==> src/hw/tcr_pkg.sv <==
package tcr_pkg;

  // register addresses on the special function register port
  localparam logic [7:0] TCR_ADDR_CTRL   = 8'hC8;
  localparam logic [7:0] TCR_ADDR_CAP_LO = 8'hCA;
  localparam logic [7:0] TCR_ADDR_CAP_HI = 8'hCB;
  localparam logic [7:0] TCR_ADDR_CNT_LO = 8'hCC;
  localparam logic [7:0] TCR_ADDR_CNT_HI = 8'hCD;

  // control register field positions
  localparam int TCR_B_OVF   = 7;
  localparam int TCR_B_EXF   = 6;
  localparam int TCR_B_RCLK  = 5;
  localparam int TCR_B_TX_CLOCK_SELECT  = 4;
  localparam int TCR_B_EXEN  = 3;
  localparam int TCR_B_RUN   = 2;
  localparam int TCR_B_CTS   = 1;
  localparam int TCR_B_CPSEL = 0;

  // reset values and the counter maximum
  localparam logic [7:0]  TCR_CTRL_RST  = 8'h00;
  localparam logic [15:0] TCR_CNT_RST   = 16'h0000;
  localparam logic [15:0] TCR_CAP_RST   = 16'h0000;
  localparam logic [15:0] TCR_CNT_MAX   = 16'hFFFF;
  localparam logic [7:0]  TCR_RDATA_RST = 8'h00;

  // internal count rate is the oscillator divided by twelve
  localparam int         TCR_OSC_DIV  = 12;
  localparam int         TCR_DIV_W    = 4;
  localparam logic [3:0] TCR_DIV_LAST = 4'(TCR_OSC_DIV - 1);
  localparam logic [3:0] TCR_DIV_ZERO = 4'h0;

endpackage : tcr_pkg

==> src/hw/tcr_edge_sync.sv <==
`timescale 1ns/1ps
module tcr_edge_sync (
  // clock and reset
  input  wire logic ref_clk_i,
  input  wire logic rst_b_i,
  // pin side
  input  wire logic pin_i,
  // one-cycle pulse on a 1-to-0 transition
  output logic      fall_o
);

  logic meta_r;
  logic sync_r;
  logic prev_r;

  // first flop feeds only the second one
  always_ff @(posedge ref_clk_i) begin
    if (!rst_b_i) begin
      meta_r <= 1'b1;
      sync_r <= 1'b1;
      prev_r <= 1'b1;
    end else begin
      meta_r <= pin_i;
      sync_r <= meta_r;
      prev_r <= sync_r;
    end
  end

  always_ff @(posedge ref_clk_i) begin
    if (!rst_b_i) begin
      fall_o <= 1'b0;
    end else begin
      fall_o <= prev_r & ~sync_r;
    end
  end

endmodule : tcr_edge_sync

==> src/hw/tcr_timer.sv <==
// What this block does
// [RL1] counter is sixteen bits, a low and a high byte, timer or event counter
// [RL2] source select 0 counts clock divided by twelve, 1 counts count-pin falling edges
// [RL3] clock-select bits force baud mode, else capture or reload; run bit clear stops
// [RL4] capture mode, external enable clear: full 16-bit count, overflow flag on overflow
// [RL5] capture mode, external enable set: strobe falling edge copies count to capture regs
// [RL6] strobe-caused capture or reload with external enable sets the external-event flag
// [RL7] set external-event flag requests the timer interrupt; software clears it
// [RL8] reload mode: rollover sets overflow flag and reloads from capture/reload pair
// [RL9] reload mode with external enable: strobe falling edge also reloads, sets event flag
// [RL10] receive or transmit clock select, or both, give baud mode; rates may differ
// [RL11] baud mode: high byte rollover reloads whole counter from capture/reload pair
// [RL12] overflow flag set on overflow except in baud mode; software clears it
// [RL13] receive clock select routes this counter's overflow pulses to serial receive
// [RL14] transmit clock select routes this counter's overflow pulses to serial transmit
// [RL15] strobe ignored when external enable clear or when clocking the serial port
// [RL16] software runs it as a watchdog in reload mode with only run bit set
`timescale 1ns/1ps
module tcr_timer
  import tcr_pkg::*;
(
  // clock and reset
  input  wire logic       ref_clk_i,
  input  wire logic       rst_b_i,
  // special function register port
  input  wire logic [7:0] sfr_addr_i,
  input  wire logic       sfr_wr_i,
  input  wire logic [7:0] sfr_wdata_i,
  output logic      [7:0] sfr_rdata_o,
  // pins
  input  wire logic       count_pin_i,
  input  wire logic       strobe_input_i,
  // interrupt request and serial port ticks
  output logic            irq_req_o,
  output logic            rx_tick_o,
  output logic            tx_tick_o
);

  //////////////////////////////////////////////////////////////////////////////
  // pin edge detection

  logic cnt_fall;
  logic strobe_fall;

  tcr_edge_sync u_cnt_sync (
    .ref_clk_i (ref_clk_i),
    .rst_b_i   (rst_b_i),
    .pin_i     (count_pin_i),
    .fall_o    (cnt_fall)
  );

  tcr_edge_sync u_strobe_sync (
    .ref_clk_i (ref_clk_i),
    .rst_b_i   (rst_b_i),
    .pin_i     (strobe_input_i),
    .fall_o    (strobe_fall)
  );

  //////////////////////////////////////////////////////////////////////////////
  // state

  logic [5:0]           ctrl_r;
  logic                 overflow_flag_r;
  logic                 external_event_flag_r;
  logic [15:0]          count_r;
  logic [15:0]          cap_r;
  logic [TCR_DIV_W-1:0] div_r;

  logic rx_clock_select;
  logic tx_clock_select;
  logic external_enable;
  logic run_bit;
  logic count_source_select;
  logic capture_reload_select;

  assign rx_clock_select       = ctrl_r[TCR_B_RCLK];
  assign tx_clock_select       = ctrl_r[TCR_B_TX_CLOCK_SELECT];
  assign external_enable       = ctrl_r[TCR_B_EXEN];
  assign run_bit               = ctrl_r[TCR_B_RUN];
  assign count_source_select   = ctrl_r[TCR_B_CTS];
  assign capture_reload_select = ctrl_r[TCR_B_CPSEL];

  logic wr_ctrl;
  logic wr_cnt_lo;
  logic wr_cnt_hi;
  logic wr_cap_lo;
  logic wr_cap_hi;

  assign wr_ctrl   = sfr_wr_i && (sfr_addr_i == TCR_ADDR_CTRL);
  assign wr_cnt_lo = sfr_wr_i && (sfr_addr_i == TCR_ADDR_CNT_LO);
  assign wr_cnt_hi = sfr_wr_i && (sfr_addr_i == TCR_ADDR_CNT_HI);
  assign wr_cap_lo = sfr_wr_i && (sfr_addr_i == TCR_ADDR_CAP_LO);
  assign wr_cap_hi = sfr_wr_i && (sfr_addr_i == TCR_ADDR_CAP_HI);

  //////////////////////////////////////////////////////////////////////////////
  // event decode

  logic div_tick;
  logic baud_mode;
  logic cnt_tick;
  logic ovf_evt;
  logic strobe_evt;

  assign div_tick   = (div_r == TCR_DIV_LAST);
  assign baud_mode  = rx_clock_select | tx_clock_select;                     // [RL3] [RL10]
  assign cnt_tick   = run_bit & (count_source_select ? cnt_fall : div_tick); // [RL2] [RL3]
  assign ovf_evt    = cnt_tick & (count_r == TCR_CNT_MAX);                   // [RL1]
  assign strobe_evt = strobe_fall & external_enable & ~baud_mode;            // [RL15]

  //////////////////////////////////////////////////////////////////////////////
  // prescaler, free running so the tick phase does not depend on the run bit

  always_ff @(posedge ref_clk_i) begin
    if (!rst_b_i) begin
      div_r <= TCR_DIV_ZERO;
    end else if (div_tick) begin
      div_r <= TCR_DIV_ZERO;
    end else begin
      div_r <= div_r + 4'h1;
    end
  end

  //////////////////////////////////////////////////////////////////////////////
  // control register

  always_ff @(posedge ref_clk_i) begin
    if (!rst_b_i) begin
      ctrl_r <= TCR_CTRL_RST[5:0];
    end else if (wr_ctrl) begin
      ctrl_r <= sfr_wdata_i[5:0];
    end
  end

  // hardware set wins over a software write in the same cycle
  always_ff @(posedge ref_clk_i) begin
    if (!rst_b_i) begin
      overflow_flag_r <= TCR_CTRL_RST[TCR_B_OVF];
    end else if (ovf_evt && !baud_mode) begin
      overflow_flag_r <= 1'b1;                                              // [RL4] [RL8] [RL12]
    end else if (wr_ctrl) begin
      overflow_flag_r <= sfr_wdata_i[TCR_B_OVF];                            // [RL12]
    end
  end

  always_ff @(posedge ref_clk_i) begin
    if (!rst_b_i) begin
      external_event_flag_r <= TCR_CTRL_RST[TCR_B_EXF];
    end else if (strobe_evt) begin
      external_event_flag_r <= 1'b1;                                        // [RL6] [RL9]
    end else if (wr_ctrl) begin
      external_event_flag_r <= sfr_wdata_i[TCR_B_EXF];                      // [RL7]
    end
  end

  //////////////////////////////////////////////////////////////////////////////
  // counter; a software byte write beats a same-cycle count or reload

  always_ff @(posedge ref_clk_i) begin
    if (!rst_b_i) begin
      count_r <= TCR_CNT_RST;
    end else if (wr_cnt_lo) begin
      count_r[7:0] <= sfr_wdata_i;                                          // [RL1]
    end else if (wr_cnt_hi) begin
      count_r[15:8] <= sfr_wdata_i;                                         // [RL1]
    end else if (ovf_evt && (baud_mode || !capture_reload_select)) begin
      count_r <= cap_r;                                                     // [RL8] [RL11]
    end else if (strobe_evt && !capture_reload_select) begin
      count_r <= cap_r;                                                     // [RL9]
    end else if (cnt_tick) begin
      count_r <= count_r + 16'h0001;                                        // [RL4]
    end
  end

  // capture/reload pair
  always_ff @(posedge ref_clk_i) begin
    if (!rst_b_i) begin
      cap_r <= TCR_CAP_RST;
    end else if (strobe_evt && capture_reload_select) begin
      cap_r <= count_r;                                                     // [RL5]
    end else if (wr_cap_lo) begin
      cap_r[7:0] <= sfr_wdata_i;
    end else if (wr_cap_hi) begin
      cap_r[15:8] <= sfr_wdata_i;
    end
  end

  //////////////////////////////////////////////////////////////////////////////
  // outputs, all registered

  always_ff @(posedge ref_clk_i) begin
    if (!rst_b_i) begin
      rx_tick_o <= 1'b0;
      tx_tick_o <= 1'b0;
    end else begin
      rx_tick_o <= ovf_evt & rx_clock_select;                               // [RL13]
      tx_tick_o <= ovf_evt & tx_clock_select;                               // [RL14]
    end
  end

  // the cpu interrupt enable lives outside; this is the raw request
  always_ff @(posedge ref_clk_i) begin
    if (!rst_b_i) begin
      irq_req_o <= 1'b0;
    end else begin
      irq_req_o <= overflow_flag_r | external_event_flag_r;                 // [RL7]
    end
  end

  always_ff @(posedge ref_clk_i) begin
    if (!rst_b_i) begin
      sfr_rdata_o <= TCR_RDATA_RST;
    end else begin
      unique case (sfr_addr_i)
        TCR_ADDR_CTRL:   sfr_rdata_o <= {overflow_flag_r, external_event_flag_r, ctrl_r};
        TCR_ADDR_CNT_LO: sfr_rdata_o <= count_r[7:0];
        TCR_ADDR_CNT_HI: sfr_rdata_o <= count_r[15:8];
        TCR_ADDR_CAP_LO: sfr_rdata_o <= cap_r[7:0];
        TCR_ADDR_CAP_HI: sfr_rdata_o <= cap_r[15:8];
        default:         sfr_rdata_o <= TCR_RDATA_RST;
      endcase
    end
  end

endmodule : tcr_timer

==> config.mk <==
export PLATFORM = sky130hd
export DESIGN_NAME = tcr_timer
export DESIGN_NICKNAME = d
export VERILOG_FILES = /design/src/hw/tcr_pkg.sv /design/src/hw/tcr_edge_sync.sv /design/src/hw/tcr_timer.sv
export SDC_FILE = /design/constraint.sdc
export NUM_CORES = 1
export LEC_CHECK = 0
export ABC_AREA = 1
export BUFFER_PORTS_ARGS = -buffer_cell sky130_fd_sc_hd__buf_2
export CAP_MARGIN = 15
export CORE_ASPECT_RATIO = 2
export CORE_UTILIZATION = 60
export CTS_BUF_LIST = sky130_fd_sc_hd__clkbuf_4
export CTS_CLUSTER_DIAMETER = 30
export DETAILED_ROUTE_END_ITERATION = 12
export MAX_ROUTING_LAYER = met4
export PLACE_DENSITY = 0.91
export SLEW_MARGIN = 25
export SYNTH_ARGS = -nofsm -noshare
export SYNTH_HDL_FRONTEND = slang
export SYNTH_SLANG_ARGS = --single-unit
==> constraint.sdc <==
create_clock -name ref_clk_i -period 3.99 [get_ports ref_clk_i]
set_input_delay 0.5985 -clock ref_clk_i [delete_from_list [all_inputs] [get_ports ref_clk_i]]
set_output_delay 0.5985 -clock ref_clk_i [all_outputs]
set_load 0.01 [all_outputs]
## After elaboration in Yosys (flattened, before gate mapping)

Index checks and enable logic that the tools add are counted.
W data, S select, Z words.

| word-level totals | value |
|---|---|
| input bits | 21 |
| word-level logic and storage cells | 84 |
| register bits | 63 |
| output and inout bits | 11 |

| cells by class | value |
|---|---|
| eq/ne operators | 9 |
| add/sub/neg operators | 2 |
| reductions and logical operators | 22 |
| bitwise logic cells | 15 |
| multiplexer cells | 16 |

Operator list:

| operator | number |
|---|---|
| $mux W16 | 4 |
| $mux W8 | 6 |
| $eq A8 B8 Y1 const B | 5 |
| $pmux W8 S5 | 1 |
| $add A16 B1 Y16 const B | 1 |
| $eq A16 B16 Y1 const B | 1 |
| $logic_and A1 B1 Y1 | 9 |
| $and A1 B1 Y1 | 8 |
| $reduce_bool A2 Y1 | 4 |
| $reduce_bool A4 Y1 | 2 |
| $reduce_and A2 Y1 | 3 |
| $mux W1 | 5 |
| $not A1 Y1 | 5 |
| $add A4 B1 Y4 const B | 1 |
| $eq A4 B4 Y1 const B | 1 |
| $logic_not A1 Y1 | 2 |
| $ne A2 B1 Y1 const B | 1 |
| $ne A2 B2 Y1 const B | 1 |
| $or A1 B1 Y1 | 2 |
| $reduce_or A2 Y1 | 1 |
| $logic_or A1 B1 Y1 | 1 |

## Depth between registers and ports, before layout

| depth | value |
|---|---|
| word-level depth | 8 |
| depth in mapped cells | 14 |
| gate-level depth less buffers | 14 |

## Modules after synthesis

A second synthesis with hierarchy kept.

| second synthesis, totals | value |
|---|---|
| cell total of the unflattened synthesis | 547 |
| area, all modules | 3577.2 µm² |

By module, submodules not included:

| module | instances | area each (µm²) | sequential area each (µm²) | cells an instance |
|---|---|---|---|---|
| tcr_timer | 1 | 3347.0 | 1101.1 | 523 |
| tcr_edge_sync | 2 | 115.1 | 80.1 | 12 |

## Least setup slack after synthesis

OpenSTA, ideal clock, no wires.

| timing path | value |
|---|---|
| kind | input-to-reg |
| from | input sfr_addr_i[6] |
| to | register count_r[14] |
| buffers on the path | 1 |
| stages on the path | 10 |
| library setup time | 0.132 ns |
| arrival | 1.712 ns |
| path slack | 2.146 ns |
| data required time | 3.858 ns |
| path through | nand2_1 -> nor3_4 -> nand3_2 -> nor2_4 -> nand2_4 -> o21ai_2 -> buf_6 -> nor2_1 -> nand2_1 -> a21oi_2 |

| between the ends | value |
|---|---|
| word-level cells in the longest chain between the ends | 4 |
| elaborated cells on any way between the ends | 8 |
| those cells by class | eq/ne (2); mux (1); bitwise (1); reduce/logical (4) |

RTL lines:

| element | line | text |
|---|---|---|
| start, declared | tcr_timer.sv:26 | `input wire logic [7:0] sfr_addr_i,` |
| $eq A8 B8 Y1, on equally long branches | tcr_timer.sv:91, tcr_timer.sv:90 |  |
| $logic_and A1 B1 Y1, on equally long branches | tcr_timer.sv:91, tcr_timer.sv:90 |  |
| $reduce_bool A4 Y1 (no source line) or $not A1 Y1 (tied branches) | - |  |
| $reduce_and A2 Y1 (no source line) | - |  |
| end signal, assigned | tcr_timer.sv:164 | `count_r[15:8] <= sfr_wdata_i;` |
| end signal, assigned | tcr_timer.sv:166 | `count_r <= cap_r;` |
| end signal, assigned | tcr_timer.sv:168 | `count_r <= cap_r;` |
| end, declared | tcr_timer.sv:65 | `logic [15:0] count_r;` |

Several ways; a longest one is shown, not always the timed one.
A chain may end at the register's enable or synchronous reset.

## Worst setup path in the final report

| timing path | value |
|---|---|
| from | register ctrl_r[4] |
| to | register cap_r[8] |

| between the ends | value |
|---|---|
| word-level cells in the longest chain between the ends | 6 |
| elaborated cells on any way between the ends | 8 |
| those cells by class | eq/ne (1); mux (1); bitwise (3); reduce/logical (3) |

RTL lines:

| element | line | text |
|---|---|---|
| start, declared | tcr_timer.sv:62 | `logic [5:0] ctrl_r;` |
| start signal, assigned | tcr_timer.sv:128 | `ctrl_r <= TCR_CTRL_RST[5:0];` |
| start signal, assigned | tcr_timer.sv:130 | `ctrl_r <= sfr_wdata_i[5:0];` |
| $or A1 B1 Y1 (*) | tcr_timer.sv:105 | `assign baud_mode = rx_clock_select \| tx_clock_select;` |
| $not A1 Y1 (*) | tcr_timer.sv:108 | `assign strobe_evt = strobe_fall & external_enable & ~baud_mode;` |
| $and A1 B1 Y1 (*) | tcr_timer.sv:108 |  |
| $logic_and A1 B1 Y1 (*) | tcr_timer.sv:178 | `end else if (strobe_evt && capture_reload_select) begin` |
| $ne A2 B1 Y1 (no source line) or $reduce_bool A2 Y1 (tied branches) | - |  |
| $reduce_and A2 Y1 (no source line) | - |  |
| end signal, assigned | tcr_timer.sv:179 | `cap_r <= count_r;` |
| end signal, assigned | tcr_timer.sv:183 | `cap_r[15:8] <= sfr_wdata_i;` |
| end, declared | tcr_timer.sv:66 | `logic [15:0] cap_r;` |

Mark *: on every way between the ends. The rest lies on a longest branch, timed or not.

==> results.cfg <==
[yosys]
avgSynthCellArea_sq_um = 6.56
yosysSeqAreaShare_pct = 35.8
yosys-top-cells-count = nand2_1, dfxtp_1, inv_1, a21oi_1, nor2_1
netlist_top_cells_area = dfxtp_1, nand2_1, inv_1, a21oi_1, nand3_1
synth_compound_area_share_pct = 16.1
ys_types = 36
synthCells = 537
syn_area_sq_um = 3520
synth_fa_ha_area_share_pct = 0.711
synth_top_family_by_area = simple AND/OR/NAND/NOR gates
synth_edf_count = 0
synthFlopType = dfxtp_1
ys_warn_count = 0
synthSimpleGateAreaFrac_pct = 35.6
async_flop_share_pct = 0
synth.most_common_cell = nand2_1
synth_xor_area_share_pct = 2.24
synth.largest_area_cell = dfxtp_1
ys_ff_latch = 63
muxShareOfSynthArea_pct = 0
synth_fp_nets = 560
synth_top_area_share_pct = 35.8

[power]
ir_worst_vdd_uv = 286
powerDensity_nw_per_um2 = 299
cellLeakagePower_nw = 1.56

[worst_hold_path]
hold_class = in -> reg

[worst_setup_path]
path_cells = inv_1 -> nand2_1 -> inv_1 -> nand2_1 -> nor2_1 -> inv_1 -> nand2_2 -> inv_2 -> nand2_1 -> a21oi_1
timing.critical_path.buf_inv = 4
endpoint_kind = flip-flop
start_kind = flip-flop
crit_slowest_cell = nor2_1
cp_data_required_time_ns = 4.30
slowest_delay_ns = 0.54
cpLargestDelayFamily = simple AND/OR/NAND/NOR gates
cp_max_fo = 24
criticalPathCategory = reg -> reg
cp_data_arrival_time_ns = 2.82

[placed_design]
hpwl_um = 8670
place.gp.congestion = 1.05
dp_slack_ns = 1.59
portBuffers = 31

[floorplanning]
num_rows = 39
floorplan.initialDensity_pct = 62.2
die_area_sq_um = 6200
pin_count = 32
die_w_um = 56.2
fp.dieH_um = 110
core_sq_um = 5660

[drt]
dr.first_iter.drc_count = 244
ant_nets = 0
wl_per_cell_um = 18.2
drc = 0
routed_wl_um = 11500
vias = 3683
first_pass_iters = 6
via_per_inst = 5.83

[timing]
fin_skew_ns = 0.0205
max_slew_margin_pct = 47.7
finalCritPeriodShare_pct = 62.8
fmax_mhz = 399
timing.hold.ws_ns = 0.348
worst_slack_ns = 1.48
final_max_slew_viol_count = 0
post-route-min-period_ns = 2.51
worst_pin_slew_ns = 0.777
hold_viol = 0
final.setup.tns_ns = 0
rsz0062_at_grt = false
setup_violations = 0

[final_layout]
drive_gt1_share_pct = 14.9
diodes = 0
final_net_count = 589
utilization_pct = 67.5
area_delta_synth_final_pct = 8.53

[clocking]
clkTransAtPathRegs_ns = 0.11
tritoncts = yes
clockRootBuffer = clkbuf_4
clockBufferDepth = 2
cts_buffers = 9
cts_resized = 0
cts_setup_buffers = 0
cts-hold-fix-buffers = 0
insertion_delay_ns = 0.44
clock_sink_count = 63
cts_max_level = 3

[global_routing]
grt_use_total_pct = 39.9
grt_max_degree = 31
grt_pass1_wl_um = 17600
grt_pass1_vias = 3438
grt_antenna_before_repair = 0
grt_overflow = 0

[flow_run]
cap_violations = 0

[status]
status = finished clean
## kinds of logic after synthesis
kind of cell               after synthesis
DFF                                     63
adders and majority gates                2
AOI/OAI and AO/OA                      102
and+or+nand+nor                        279
buffers and inverters                   82
xor gates and xnor gates                 9
## power by group
group	total (W)	switching (W)	leakage [nW]	internal (W)
Clock	0.000445	0.000254	0.0759	0.000191
Sequential	0.000638	0.00000324	0.509	0.000635
Combinational	0.0000587	0.0000416	0.979	0.0000171
Total	0.00114	0.000298	1.56	0.000843
## path summary, 6_finish.rpt
kind	startpoint	endpoint	slack [ns]	depth (start not counted)
max reg2reg	ctrl_r[4]	cap_r[8]	1.48	10
max	ctrl_r[4]	cap_r[8]	1.48	10
min reg2reg	u_cnt_sync.prev_r	u_cnt_sync.fall_o	0.41	2
min	strobe_input_i	u_strobe_sync.meta_r	0.35	2
## layout make-up
class                   count  area (sq um)
clock buffers               9          67.6
inverters                  68           258
well taps                  61          76.3
clock inverters             7          73.8
repair buffers             32           163
fillers                   533          1840
multi-input cells         392          1920
flip-flops and latches     63          1260
## cell usage in the layout (no fill, tap or decap)
cell / n
nand2_1: 164
dfxtp_1: 63
inv_1: 62
a21oi_1: 44
nor2_1: 43
nand3_1: 34
o21ai_0: 32
buf_2: 31
a31oi_1: 10
clkbuf_4: 9
or2_2: 8
xor2_1: 8
nand4_1: 7
inv_2: 5
nand2_4: 5
nand2_2: 4
nor3_1: 4
o211ai_1: 4
nor2_4: 3
a21oi_2: 3
o22ai_1: 3
a211oi_1: 3
clkinv_4: 3
nor3_2: 2
o21ai_2: 2
ha_1: 2
clkinv_2: 2
nor3_4: 1
nor2_2: 1
or2_1: 1
nand3_4: 1
o31ai_1: 1
nand3_2: 1
inv_4: 1
xnor2_1: 1
clkinvlp_4: 1
bufinv_16: 1
buf_4: 1
## metal layers
layer  vias up  global-route usage, %  wire [um]
li1       1793                      -          -
met1      1649                   41.2       4110
met2       182                   69.2       5790
met3        59                   7.58        851
met4         0                   24.7        727
met5         -                      -          0
## metrics by stage
step	cell area, sq um	total power [W]	instances
final	3820	0.00114	632
after global routing	3820	0.00117	632
after CTS	3820	0.00114	632
after detailed placement	3680	0.000710	616
after global placement	3680	0.000707	616
after floorplan	3520	0.000677	537
## state kept, by name, summed over array words and instances, names as in the netlist, 4 cells and up
register / count
count_r: 16
cap_r: 16
sfr_rdata_o: 8
ctrl_r: 6
div_r: 4
Note: power is estimated with default switching activity, not from simulation.
